[src/hdl/qcp_pkg.sv]
package qcp_pkg;
  // ----------------------------------------
  // Register indices
  // ----------------------------------------
  localparam logic [2:0] ADDR_CNT_A = 3'h0;
  localparam logic [2:0] ADDR_CNT_B = 3'h1;
  localparam logic [2:0] ADDR_CNT_C = 3'h2;
  localparam logic [2:0] ADDR_CNT_D = 3'h3;
  localparam logic [2:0] ADDR_CLK_SEL = 3'h4;
  localparam logic [2:0] ADDR_CFG1 = 3'h5;
  localparam logic [2:0] ADDR_CFG2 = 3'h6;
  localparam logic [2:0] ADDR_RUN = 3'h7;
  // ----------------------------------------
  // Field positions and reset values
  // ----------------------------------------
  localparam int CFG1_PWM0 = 0;
  localparam int CFG1_PWM1 = 1;
  localparam int CFG1_CHAIN_LO = 2;
  localparam int CFG1_CHAIN_HI = 3;
  localparam int CFG1_DIR0 = 4;
  localparam int CFG2_PW0 = 0;
  localparam int CFG2_PW1 = 2;
  localparam int CFG2_CAPF = 4;
  localparam int CFG2_CAPS = 6;
  localparam logic [7:0] CFG_RESET = 8'h00;
  localparam logic [3:0] RUN_RESET = 4'h0;
  localparam logic [7:0] RESERVED_READ = 8'h00;
  // Clock select codes
  localparam logic [1:0] CK_PIN = 2'h0;
  localparam logic [1:0] CK_SRC1 = 2'h1;
  localparam logic [1:0] CK_SRC2 = 2'h2;
  localparam logic [1:0] CK_SRC3 = 2'h3;
  // Capture edge codes
  localparam logic [1:0] CAP_OFF = 2'h0;
  localparam logic [1:0] CAP_RISE = 2'h1;
  localparam logic [1:0] CAP_FALL = 2'h2;
  localparam logic [1:0] CAP_BOTH = 2'h3;
endpackage

[src/hdl/quad_counter_pwm_capture.sv]
// What this block does
// - Four 8-bit counters, pairs chain to 16
// - Two PWM pins, width 8 to 16
// - Capture on first pair, selectable source
// - One capture signal serves both counters
// - First pair mixes count, capture, PWM
// - Second pair: count, or PWM plus count
// - Counter write sets comparison value
// - First pair reads live or captured value
// - Second pair always reads live value
// - Two-bit clock select per counter
// - Direction bit per counter, 0 down
// - Config bits 2 and 3 chain pairs
// - Config bits 0 and 1 enable PWM
// - Capture source and edge, reset zero
// - One interrupt/event line per counter
// - Capture on rising, falling or both
// - Port A pins clock the counters
// - Counter-mode write reloads live count
// - PWM-mode write leaves count alone
//
// The register offsets and the address-and-strobe port were chosen for this implementation.
module quad_counter_pwm_capture
  import qcp_pkg::*;
(
  input wire logic clock_in,
  input wire logic rst_n_in,
  input wire logic [2:0] addr_in,
  input wire logic [7:0] wdata_in,
  input wire logic wr_in,
  input wire logic rd_in,
  input wire logic [3:0] ext_clock_pins_in,
  input wire logic [2:0] int_clocks_in,
  input wire logic [3:0] capture_sources_in,
  output logic [7:0] rdata_out,
  output logic pwm_pin0_out,
  output logic pwm_pin1_out,
  output logic first_irq_out,
  output logic second_irq_out,
  output logic third_irq_out,
  output logic fourth_irq_out
);
  // ----------------------------------------
  // Functions
  // ----------------------------------------
  // Mask of active bits for a chained PWM width code
  function automatic logic [15:0] width_mask(input logic [1:0] code);
    logic [15:0] m;
    m = 16'h03ff;
    unique case (code)
      2'h0: m = 16'h03ff;
      2'h1: m = 16'h0fff;
      2'h2: m = 16'h3fff;
      2'h3: m = 16'hffff;
    endcase
    return m;
  endfunction

  // One counter step in the chosen direction
  function automatic logic [7:0] step8(input logic [7:0] v, input logic up);
    return up ? 8'(v + 8'h01) : 8'(v - 8'h01);
  endfunction

  // ----------------------------------------
  // Registers
  // ----------------------------------------
  logic [7:0] cmp_reg [4];
  logic [7:0] cnt_reg [4];
  logic [7:0] cnt_next [4];
  logic [7:0] cap_reg [2];
  logic [7:0] clk_sel_reg;
  logic [7:0] cfg1_reg;
  logic [7:0] cfg2_reg;
  logic [3:0] run_reg;
  logic [7:0] rdata_reg;
  logic [3:0] irq_reg;
  logic [3:0] irq_next;
  logic pwm0_reg;
  logic pwm1_reg;
  logic cap_prev_reg;
  logic [3:0] reload_reg;

  // ----------------------------------------
  // Configuration decode
  // ----------------------------------------
  logic chain_low_pair;
  logic chain_high_pair;
  logic pwm_out0_enable;
  logic pwm_out1_enable;
  logic [3:0] direction;
  logic [1:0] capture_source_select;
  logic [1:0] capture_edge_function;
  logic [1:0] pwm_out0_width;
  logic [1:0] pwm_out1_width;
  logic capture_on;
  assign chain_low_pair = cfg1_reg[CFG1_CHAIN_LO];
  assign chain_high_pair = cfg1_reg[CFG1_CHAIN_HI];
  assign pwm_out0_enable = cfg1_reg[CFG1_PWM0];
  assign pwm_out1_enable = cfg1_reg[CFG1_PWM1];
  assign direction = cfg1_reg[CFG1_DIR0 +: 4];
  assign capture_source_select = cfg2_reg[CFG2_CAPS +: 2];
  assign capture_edge_function = cfg2_reg[CFG2_CAPF +: 2];
  assign pwm_out0_width = cfg2_reg[CFG2_PW0 +: 2];
  assign pwm_out1_width = cfg2_reg[CFG2_PW1 +: 2];
  // capture is live whenever an edge function is chosen
  assign capture_on = capture_edge_function != CAP_OFF;

  // ----------------------------------------
  // Clock ticks
  // ----------------------------------------
  logic [3:0] tick;
  logic [3:0] src [4];
  // pin per counter, plus shared internal clocks
  assign src[0] = {int_clocks_in[2], int_clocks_in[1], int_clocks_in[0], ext_clock_pins_in[0]};
  assign src[1] = {int_clocks_in[2], int_clocks_in[1], int_clocks_in[0], ext_clock_pins_in[1]};
  assign src[2] = {int_clocks_in[2], int_clocks_in[1], int_clocks_in[0], ext_clock_pins_in[2]};
  assign src[3] = {int_clocks_in[2], int_clocks_in[1], int_clocks_in[0], ext_clock_pins_in[3]};

  // each counter picks its source from its two select bits
  genvar gi;
  generate
    for (gi = 0; gi < 4; gi++) begin : g_tick
      qcp_tick u_tick (
        .clock_in(clock_in),
        .rst_n_in(rst_n_in),
        .src_in(src[gi]),
        .sel_in(clk_sel_reg[2*gi +: 2]),
        .tick_out(tick[gi])
      );
    end
  endgenerate

  // ----------------------------------------
  // Run enables and chained advance
  // ----------------------------------------
  logic [3:0] run_eff;
  logic [3:0] adv;
  logic [3:0] chained;
  logic [3:0] in_pwm;
  // low enable and low clock drive the high counter when chained
  assign run_eff[0] = run_reg[0];
  assign run_eff[1] = chain_low_pair ? run_reg[0] : run_reg[1];
  assign run_eff[2] = run_reg[2];
  assign run_eff[3] = chain_high_pair ? run_reg[2] : run_reg[3];
  assign chained = {chain_high_pair, chain_high_pair, chain_low_pair, chain_low_pair};
  // PWM takes the low counter, or both when chained
  assign in_pwm = {pwm_out1_enable & chain_high_pair, pwm_out1_enable,
                   pwm_out0_enable & chain_low_pair, pwm_out0_enable};
  assign adv[0] = run_eff[0] & tick[0];
  assign adv[2] = run_eff[2] & tick[2];

  // 16-bit views of the pairs
  logic [15:0] pair_cnt [2];
  logic [15:0] pair_cmp [2];
  logic [15:0] pair_mask [2];
  logic [1:0] pair_up;
  logic [1:0] pair_carry;
  assign pair_cnt[0] = {cnt_reg[1], cnt_reg[0]};
  assign pair_cnt[1] = {cnt_reg[3], cnt_reg[2]};
  assign pair_cmp[0] = {cmp_reg[1], cmp_reg[0]};
  assign pair_cmp[1] = {cmp_reg[3], cmp_reg[2]};
  // chained PWM width from the size field
  assign pair_mask[0] = width_mask(pwm_out0_width);
  assign pair_mask[1] = width_mask(pwm_out1_width);
  // PWM always counts down; otherwise low counter's direction rules the pair
  assign pair_up[0] = direction[0] & ~pwm_out0_enable;
  assign pair_up[1] = direction[2] & ~pwm_out1_enable;
  // carry from low to high counter
  assign pair_carry[0] = pair_up[0] ? (cnt_reg[0] == 8'hff) : (cnt_reg[0] == 8'h00);
  assign pair_carry[1] = pair_up[1] ? (cnt_reg[2] == 8'hff) : (cnt_reg[2] == 8'h00);
  assign adv[1] = chain_low_pair ? (adv[0] & pair_carry[0]) : (run_eff[1] & tick[1]);
  assign adv[3] = chain_high_pair ? (adv[2] & pair_carry[1]) : (run_eff[3] & tick[3]);

  // ----------------------------------------
  // Effective direction
  // ----------------------------------------
  logic [3:0] up_eff;
  assign up_eff = {chain_high_pair ? pair_up[1] : (direction[3] & ~in_pwm[3]),
                   pair_up[1],
                   chain_low_pair ? pair_up[0] : (direction[1] & ~in_pwm[1]),
                   pair_up[0]};
  // ----------------------------------------
  // Capture edge
  // ----------------------------------------
  logic cap_lvl;
  logic cap_evt;
  // one capture signal for both first-pair counters
  assign cap_lvl = capture_sources_in[capture_source_select];
  assign cap_evt = ((capture_edge_function == CAP_RISE) & cap_lvl & ~cap_prev_reg) |
                   ((capture_edge_function == CAP_FALL) & ~cap_lvl & cap_prev_reg) |
                   ((capture_edge_function == CAP_BOTH) & (cap_lvl ^ cap_prev_reg));

  // ----------------------------------------
  // Bus decode
  // ----------------------------------------
  logic [3:0] cnt_wr;
  assign cnt_wr[0] = wr_in & (addr_in == ADDR_CNT_A);
  assign cnt_wr[1] = wr_in & (addr_in == ADDR_CNT_B);
  assign cnt_wr[2] = wr_in & (addr_in == ADDR_CNT_C);
  assign cnt_wr[3] = wr_in & (addr_in == ADDR_CNT_D);

  // read mux: only the first pair can show captured values
  logic [7:0] rd_mux;
  always_comb begin
    rd_mux = RESERVED_READ;
    unique case (addr_in)
      ADDR_CNT_A: rd_mux = capture_on ? cap_reg[0] : cnt_reg[0];
      ADDR_CNT_B: rd_mux = capture_on ? cap_reg[1] : cnt_reg[1];
      ADDR_CNT_C: rd_mux = cnt_reg[2];
      ADDR_CNT_D: rd_mux = cnt_reg[3];
      ADDR_CLK_SEL: rd_mux = clk_sel_reg;
      ADDR_CFG1: rd_mux = cfg1_reg;
      ADDR_CFG2: rd_mux = cfg2_reg;
      ADDR_RUN: rd_mux = {4'h0, run_reg};
    endcase
  end

  // ----------------------------------------
  // Counter next state
  // ----------------------------------------
  // A write in counter mode is held as a pending reload until the counter
  // next steps, since the live count only moves on its own clock ticks.
  always_comb begin
    for (int i = 0; i < 4; i++) begin
      cnt_next[i] = cnt_reg[i];
      irq_next[i] = 1'b0;
      if (adv[i]) begin
        if (reload_reg[i]) begin
          cnt_next[i] = up_eff[i] ? 8'h00 : cmp_reg[i];
        end else if (in_pwm[i] && !chained[i] && (cnt_reg[i] == 8'h00)) begin
          // 8-bit PWM period wraps at zero to full scale
          cnt_next[i] = 8'hff;
        end else begin
          cnt_next[i] = step8(cnt_reg[i], up_eff[i]);
        end
      end
    end
    // Chained PWM wraps the pair at the selected width
    if (in_pwm[1] && adv[0] && !reload_reg[0] && ((pair_cnt[0] & pair_mask[0]) == 16'h0000)) begin
      cnt_next[0] = pair_mask[0][7:0];
      cnt_next[1] = pair_mask[0][15:8];
    end
    if (in_pwm[3] && adv[2] && !reload_reg[2] && ((pair_cnt[1] & pair_mask[1]) == 16'h0000)) begin
      cnt_next[2] = pair_mask[1][7:0];
      cnt_next[3] = pair_mask[1][15:8];
    end
    // one-cycle pulse on reaching compare in counter mode
    irq_next[0] = adv[0] & ~in_pwm[0] &
                  (chain_low_pair ? ({cnt_next[1], cnt_next[0]} == pair_cmp[0])
                                  : (cnt_next[0] == cmp_reg[0]));
    irq_next[1] = adv[1] & ~in_pwm[1] & ~chain_low_pair & (cnt_next[1] == cmp_reg[1]);
    irq_next[2] = adv[2] & ~in_pwm[2] &
                  (chain_high_pair ? ({cnt_next[3], cnt_next[2]} == pair_cmp[1])
                                   : (cnt_next[2] == cmp_reg[2]));
    irq_next[3] = adv[3] & ~in_pwm[3] & ~chain_high_pair & (cnt_next[3] == cmp_reg[3]);
    // capture replaces first-pair compare irqs; counter A stays quiet in PWM, B pulses even in chained PWM
    if (capture_on) begin
      irq_next[0] = cap_evt & ~in_pwm[0];
      irq_next[1] = cap_evt;
    end
  end

  // ----------------------------------------
  // Register file and counters
  // ----------------------------------------
  // Config bits without a documented reset start at zero for determinism
  always_ff @(posedge clock_in or negedge rst_n_in) begin
    if (!rst_n_in) begin
      clk_sel_reg <= CFG_RESET;
      cfg1_reg <= CFG_RESET;
      cfg2_reg <= CFG_RESET;
      run_reg <= RUN_RESET;
    end else if (wr_in) begin
      // clock select taken as written; software stops first
      if (addr_in == ADDR_CLK_SEL) clk_sel_reg <= wdata_in;
      if (addr_in == ADDR_CFG1) cfg1_reg <= wdata_in;
      if (addr_in == ADDR_CFG2) cfg2_reg <= wdata_in;
      if (addr_in == ADDR_RUN) run_reg <= wdata_in[3:0];
    end
  end

  always_ff @(posedge clock_in or negedge rst_n_in) begin
    if (!rst_n_in) begin
      for (int i = 0; i < 4; i++) begin
        cmp_reg[i] <= 8'h00;
        cnt_reg[i] <= 8'h00;
      end
      reload_reg <= 4'h0;
    end else begin
      for (int i = 0; i < 4; i++) begin
        cnt_reg[i] <= cnt_next[i];
        if (cnt_wr[i]) cmp_reg[i] <= wdata_in;
        // reload pending only outside PWM; new write wins over clear
        if (cnt_wr[i] && !in_pwm[i]) reload_reg[i] <= 1'b1;
        else if (adv[i]) reload_reg[i] <= 1'b0;
      end
    end
  end

  // Capture latches and edge history
  always_ff @(posedge clock_in or negedge rst_n_in) begin
    if (!rst_n_in) begin
      cap_reg[0] <= 8'h00;
      cap_reg[1] <= 8'h00;
      cap_prev_reg <= 1'b0;
    end else begin
      cap_prev_reg <= cap_lvl;
      // both counters caught by the same event
      if (cap_evt) begin
        cap_reg[0] <= cnt_reg[0];
        cap_reg[1] <= cnt_reg[1];
      end
    end
  end

  // ----------------------------------------
  // Outputs
  // ----------------------------------------
  // PWM high while count below compare, over the chosen width
  always_ff @(posedge clock_in or negedge rst_n_in) begin
    if (!rst_n_in) begin
      pwm0_reg <= 1'b0;
      pwm1_reg <= 1'b0;
      irq_reg <= 4'h0;
      rdata_reg <= 8'h00;
    end else begin
      pwm0_reg <= pwm_out0_enable & (chain_low_pair
                  ? ((pair_cnt[0] & pair_mask[0]) < (pair_cmp[0] & pair_mask[0]))
                  : (cnt_reg[0] < cmp_reg[0]));
      pwm1_reg <= pwm_out1_enable & (chain_high_pair
                  ? ((pair_cnt[1] & pair_mask[1]) < (pair_cmp[1] & pair_mask[1]))
                  : (cnt_reg[2] < cmp_reg[2]));
      irq_reg <= irq_next;
      rdata_reg <= rd_in ? rd_mux : 8'h00;
    end
  end

  assign rdata_out = rdata_reg;
  assign pwm_pin0_out = pwm0_reg;
  assign pwm_pin1_out = pwm1_reg;
  assign first_irq_out = irq_reg[0];
  assign second_irq_out = irq_reg[1];
  assign third_irq_out = irq_reg[2];
  assign fourth_irq_out = irq_reg[3];
endmodule

[src/hdl/qcp_tick.sv]
// ----------------------------------------
// Rising-edge detector on a sampled clock source
// ----------------------------------------
module qcp_tick (
  input wire logic clock_in,
  input wire logic rst_n_in,
  input wire logic [3:0] src_in,
  input wire logic [1:0] sel_in,
  output logic tick_out
);
  logic sel_lvl;
  logic prev_reg;
  assign sel_lvl = src_in[sel_in];
  // Edge counts when the previous sample was low; reset clears that sample to low
  always_ff @(posedge clock_in or negedge rst_n_in) begin
    if (!rst_n_in) begin
      prev_reg <= 1'b0;
    end else begin
      prev_reg <= sel_lvl;
    end
  end
  assign tick_out = sel_lvl & ~prev_reg;
endmodule

[config.mk]
export PLATFORM = sky130hd
export DESIGN_NAME = quad_counter_pwm_capture
export DESIGN_NICKNAME = d
export VERILOG_FILES = /design/src/hdl/qcp_pkg.sv /design/src/hdl/quad_counter_pwm_capture.sv /design/src/hdl/qcp_tick.sv
export SDC_FILE = /design/constraint.sdc
export NUM_CORES = 1
export LEC_CHECK = 0
export BUFFER_PORTS_ARGS = -buffer_cell sky130_fd_sc_hd__buf_4
export CAP_MARGIN = 20
export CORE_UTILIZATION = 60
export DETAILED_ROUTE_END_ITERATION = 6
export GPL_TIMING_DRIVEN = 0
export PLACE_DENSITY = 0.87
export SLEW_MARGIN = 15
export SYNTH_ARGS = -nofsm -noshare
export SYNTH_HDL_FRONTEND = slang
export SYNTH_SLANG_ARGS = --single-unit
[constraint.sdc]
create_clock -name clock_in -period 7.35 [get_ports clock_in]
set_clock_uncertainty 0.2 [all_clocks]
set_input_delay 0.735 -clock clock_in [delete_from_list [all_inputs] [get_ports clock_in]]
set_output_delay 0.735 -clock clock_in [all_outputs]
set_load 0.01 [all_outputs]
# Word level (Yosys, flattened, before mapping)
# Index checks and enable logic that the tools add are counted.
[totals]
regBits = 131
inputBits = 26
out_inout_bits = 14
[op_classes]
addsub = 8
order_cmp = 9
eq_ne = 24
n_mux = 59
bitwise = 57
reduce_logical = 44
[ops]
columns = ["op", "n"]
rows = [
  ["8-bit two-way mux", 23],
  ["16-bit case mux with 4 select lines", 2],
  ["16-bit AND", 4],
  ["8-bit case mux with 8 select lines", 1],
  ["1-bit AND", 38],
  ["8-bit by 1-bit adder with 8-bit output, second input constant", 4],
  ["16-bit == test", 2],
  ["8-bit == test", 4],
  ["16-bit logical NOT", 2],
  ["8-bit logical NOT", 4],
  ["16-bit less-than comparator", 2],
  ["16-bit two-way mux", 2],
  ["8-bit by 1-bit subtractor with 8-bit output, second input constant", 4],
  ["1-bit two-way mux", 25],
  ["1-bit logical AND", 18],
  ["8-bit == test, second input constant", 2],
  ["8-bit less-than comparator", 2],
  ["2-bit by 3-bit less-than comparator with 1-bit output, second input constant", 5],
  ["2-bit == test, second input constant", 6],
  ["3-bit == test, second input constant", 4],
  ["1-bit inverter", 12],
  ["1-bit binary-select mux with 2-bit select", 5],
  ["2-bit nonzero test", 5],
  ["1-bit logical NOT", 8],
  ["9 further kinds", 17],
]

# Depth between registers and ports, before layout
[depth]
ltp_word = 13
depth_mapped = 14

# Hierarchy
# A second synthesis with hierarchy kept.
[unflattened]
cells_unflattened = 1069
hier_area_um2 = 9401.5
[by_module_without_submodules]
columns = ["mod", "n_inst", "cells_each", "area_each_um2"]
rows = [
  ["quad_counter_pwm_capture", 1, 1057, 9156.3],
  ["qcp_tick", 4, 3, 61.3],
]

# Worst setup path before layout
# Ideal clock, no wire load.
[synth_path]
kind = "reg-to-reg"
start = "register cfg1_reg[2]"
end = "register irq_reg[1]"
setup_time_ns = 0.092
arrival_time_ns = 3.135
required_time_ns = 7.058
slack_ns = 3.922
path_stages_with_launch = 13
synth_period_minus_slack_ns = 3.428
cell_sequence = "dfrtp_1 -> clkbuf_1 -> and3b_1 -> nor2_1 -> xnor2_1 -> ha_1 -> a2bb2oi_1 -> a21oi_1 -> or4_4 -> a2111oi_4 -> o2111ai_1 -> or4_1 -> o31ai_2"
[synth_via]
elab_chain_len = 12
elab_cells_between_ends = 25
classes_between = "eq/ne: 1; mux: 10; bitwise: 8; reduce/logical: 6"
[synth_rtl]
columns = ["element", "line_no", "rtl"]
rows = [
  ["from (decl)", "quad_counter_pwm_capture.sv:72", "logic [7:0] cfg1_reg;"],
  ["from (signal assigned)", "quad_counter_pwm_capture.sv:276", "if (addr_in == ADDR_CFG1) cfg1_reg <= wdata_in;"],
  ["1-bit AND", "quad_counter_pwm_capture.sv:148", "pwm_out0_enable & chain_low_pair, pwm_out0_enable};"],
  ["1-bit inverter", "quad_counter_pwm_capture.sv:180, quad_counter_pwm_capture.sv:251", ""],
  ["1-bit AND", "quad_counter_pwm_capture.sv:180", "chain_low_pair ? pair_up[0] : (direction[1] & ~in_pwm[1]),"],
  ["1-bit two-way mux", "quad_counter_pwm_capture.sv:180", ""],
  ["8-bit two-way mux", "quad_counter_pwm_capture.sv:61", "return up ? 8'(v + 8'h01) : 8'(v - 8'h01);"],
  ["8-bit two-way mux", "quad_counter_pwm_capture.sv:230", "end else if (in_pwm[i] && !chained[i] && (cnt_reg[i] == 8'h00)) begin"],
  ["8-bit two-way mux", "quad_counter_pwm_capture.sv:228", "if (reload_reg[i]) begin"],
  ["8-bit two-way mux", "quad_counter_pwm_capture.sv:227", "if (adv[i]) begin"],
  ["16-bit two-way mux", "quad_counter_pwm_capture.sv:239", "if (in_pwm[1] && adv[0] && !reload_reg[0] && ((pair_cnt[0] & pair_mask[0]) == 16'h0000)) begin"],
  ["8-bit == test", "quad_counter_pwm_capture.sv:251", "irq_next[1] = adv[1] & ~in_pwm[1] & ~chain_low_pair & (cnt_next[1] == cmp_reg[1]);"],
  ["1-bit AND (*)", "quad_counter_pwm_capture.sv:251", ""],
  ["2-bit two-way mux (*)", "quad_counter_pwm_capture.sv:257", "if (capture_on) begin"],
  ["named net irq_next[1]", "quad_counter_pwm_capture.sv:77", "logic [3:0] irq_next;"],
  ["to (signal assigned)", "quad_counter_pwm_capture.sv:333", "irq_reg <= irq_next;"],
  ["to (decl)", "quad_counter_pwm_capture.sv:76", "logic [3:0] irq_reg;"],
]
# Mark *: on every way through the listed nets, which the timed path passes. The rest lies on a longest branch.
# A chain may end at the register's enable or synchronous reset.

# Final worst setup path
# Same ends and word-level chain as after synthesis.

==> run_results.csv <==
group,metric,value,unit
clocking,numCtsBuffers,17,
pwr,powerDensity,400.8,nW/um^2
synth,synthDistinctLibCells,86,
drt,via_count,9349,
outcome,outcome,"finished, final reports clean",
synth,ys_warn_count,0,
global_route,grt_pass1_wl,46780,um
drt,drt-initial-drc-count,1022,
clocking,clock-root-buffer,"clkbuf_16",
pwr,vdd_drop_max,0.2598,mV
cells_and_area,layout-drive-gt1-share,0.1261,
synth,synth_area_leaders,"dfrtp_1 34%, nand2_1 5.5%, mux2_2 5.4%",
timing,whs,0.05369,ns
synth,async_reset_ff_frac,1.000,
global_route,grt_overflow,0,
worst_setup_path,cp-start-kind,"flop",
synth,yosysMostFrequentCell,"nand2_1",
drt,first_pass_iters,5,
timing,setup_violations,0,
worst_setup_path,worstSetupStartpoint,"cfg1_reg[2]",
timing,fmax,236.6,MHz
worst_setup_path,cp.arrival,4.33,ns
worst_setup_path,reg2reg_to,"irq_reg[1]",
die,rows,45,
worst_setup_path,cp-endpoint,"irq_reg[1]",
worst_setup_path,cp.required,7.46,ns
clocking,postCtsSetupBuffers,0,
die,fp.dieArea,16400,um^2
timing,setup_tns,0,ns
global_route,antenna_found_initial,0,
worst_setup_path,worstSetupPathType,"flop to flop",
place,place_congestion,0.9889,
timing,tightest_slew,1.009,ns
job,cap_violations,0,
clocking,cts_tree,"built",
cells_and_area,final_util,0.6983,
drt,viasPerCell,6.711,
clocking,cts_max_path_buffers,2,
cells_and_area,seqCellArea,3278,um^2
timing,slew_viol_final,0,
drt,drcViolationCount,0,
clocking,clock_sinks,131,
timing,finalCriticalPeriod,4.226,ns
worst_setup_path,critPathMaxFanout,9,
die,core_area,15370,um^2
pwr,power,4.302,mW
global_route,grt_max_degree,85,
global_route,grt_usage,0.3733,
synth,synth_cells,1113,
synth,ys_ff_latch,131,
timing,finalCritPeriodShare,0.5750,
synth,postSynthAreaPerCell,8.565,um^2
drt,drt_wl_total,29370,um
timing,rsz0062_at_grt,"no",
clocking,insertion_delay,0.43,ns
die,ioPinCount,40,
clocking,cts_resized,0,
place,dpl_cell_area,10110,um^2
cells_and_area,nNetsFinal,1238,
timing,finalHoldViolCount,0,
clocking,clk_pin_slew_worst_paths,0.06,ns
cells_and_area,n_antenna_cell,0,
die,initial_utilization,0.6202,
clocking,cts_htree_levels,4,
synth,synth_top_area_cell,"dfrtp_1",
drt,ant_nets,0,
min_path,hold_class,"primary input to async pin",
synth,synth_area,9533,um^2
worst_setup_path,crit_path_end_kind,"flop",
global_route,grt_pass1_vias,8802,
place,hpwl,20940,um
clocking,hold_buffers,0,
timing,relSlewSlack,0.3220,
synth,synth_top_cell_area_share,0.3439,
cells_and_area,multi_input_comb_area,5806,um^2
synth,ys.flop_type,"dfrtp_1",
die,die_w,128.1,um
cells_and_area,area_delta_synth_final,12.60,%
worst_setup_path,rrSetupSlack,3.12,ns
drt,wire_per_inst,21.08,um
synth,ys_seq_area_frac,0.3439,
cells_and_area,final_area,10730,um^2
cells_and_area,n_fill_cell,1258,
die,dieHeight,128.1,um
synth,synth_edf_count,0,
synth,synthesis.nets,1181,
pwr,p_leak,4.690,nW
worst_setup_path,r2r_start,"cfg1_reg[2]",
worst_setup_path,reg2reg_depth,13,
place,buffer_ports.inserted,36,
synth,ys_top_cells_by_count,"140 x nand2_1, 131 x dfrtp_1, 90 x o21ai_0, 65 x nor2_1, 60 x clkbuf_1",
==> worst max-delay path: stages (launching register included) <==
cell and delay (ns):
dfrtp_1 0.35, clkbuf_1 0.19, and3b_1 0.29, nor2_1 0.54
xnor2_1 0.13, ha_1 0.24, nor2_1 0.21, a31oi_1 0.14
mux2i_1 0.17, a311o_1 0.40, a21boi_0 0.23, o2111ai_1 0.20
or4_1 0.48, o31ai_2 0.31
==> layout make-up <==
cell class | instances | area share
buffer | 70 | 0.02611
clock buffer | 18 | 0.04091
clock inverter | 13 | 0.01725
inverter | 45 | 0.01574
multi-input combinational | 867 | 0.5409
sequential | 131 | 0.3054
tap | 211 | 0.02460
timing repair buffer | 38 | 0.02914
==> through the flow <==
stage,setup WS [ns],cells
finish,3.124,1393
floorplan,3.922,1113
detailed placement,3.264,1362
global placement,3.258,1360
global route,2.982,1393
CTS,3.241,1393
==> worst min-delay path by stage <==
| stage | from | end | slack, ns | cells after the start |
|---|---|---|---|---|
| floorplan | rst_n_in | cap_prev_reg | 0.24 | 0 |
| global placement | cap_reg[6] | cap_reg[6] | 0.25 | 2 |
| detailed placement | cap_reg[7] | cap_reg[7] | 0.26 | 2 |
| CTS | rst_n_in | clk_sel_reg[5] | 0.07 | 1 |
| global route | rst_n_in | cnt_reg[15] | 0.09 | 1 |
| finish | rst_n_in | cnt_reg[15] | 0.05 | 1 |
==> cells in the final DEF, fill, tap and decap left out, types with 8 or more instances in the layout <==
cell type,count
nand2_1,140
dfrtp_1,131
o21ai_0,90
nor2_1,65
clkbuf_1,60
nand3_1,57
a21oi_1,49
mux2_2,46
inv_1,44
ha_1,41
buf_4,36
a21o_1,32
nor3_1,23
and3_1,20
mux2i_1,20
o211ai_1,19
nand4_1,18
clkbuf_16,17
a31oi_1,16
xnor2_1,15
a211oi_1,14
nor4_1,14
nor2b_1,12
and2_1,11
o31ai_1,9
a221oi_1,9
nand3b_1,8
nand2b_1,8
or3_1,8
==> layer usage <==
layer | GRT usage | up-vias | wire length (um)
li1 | - | 4240 | -
met1 | 0.4627 | 4456 | 11430
met2 | 0.6244 | 528 | 14250
met3 | 0.06970 | 125 | 2301
met4 | 0.1889 | 0 | 1389
met5 | 0 | - | 0
==> report_power, final <==
group / internal, mW / switching [mW]
logic: 0.885 / 1.26
registers: 0.951 / 0.298
clock network: 0.574 / 0.338
==> logic make-up (layout without fill, tap and decap cells) <==
group	count (synthesis)	in the layout	synth area share
flops	131	131	0.3439
compound gates	311	311	0.2198
mux	72	72	0.08833
xor+xnor	22	22	0.02021
buf+inv	115	184	0.04712
fa+ha+maj	43	43	0.05696
simple gates	419	419	0.2236
Note: power is estimated with default switching activity, not from simulation.
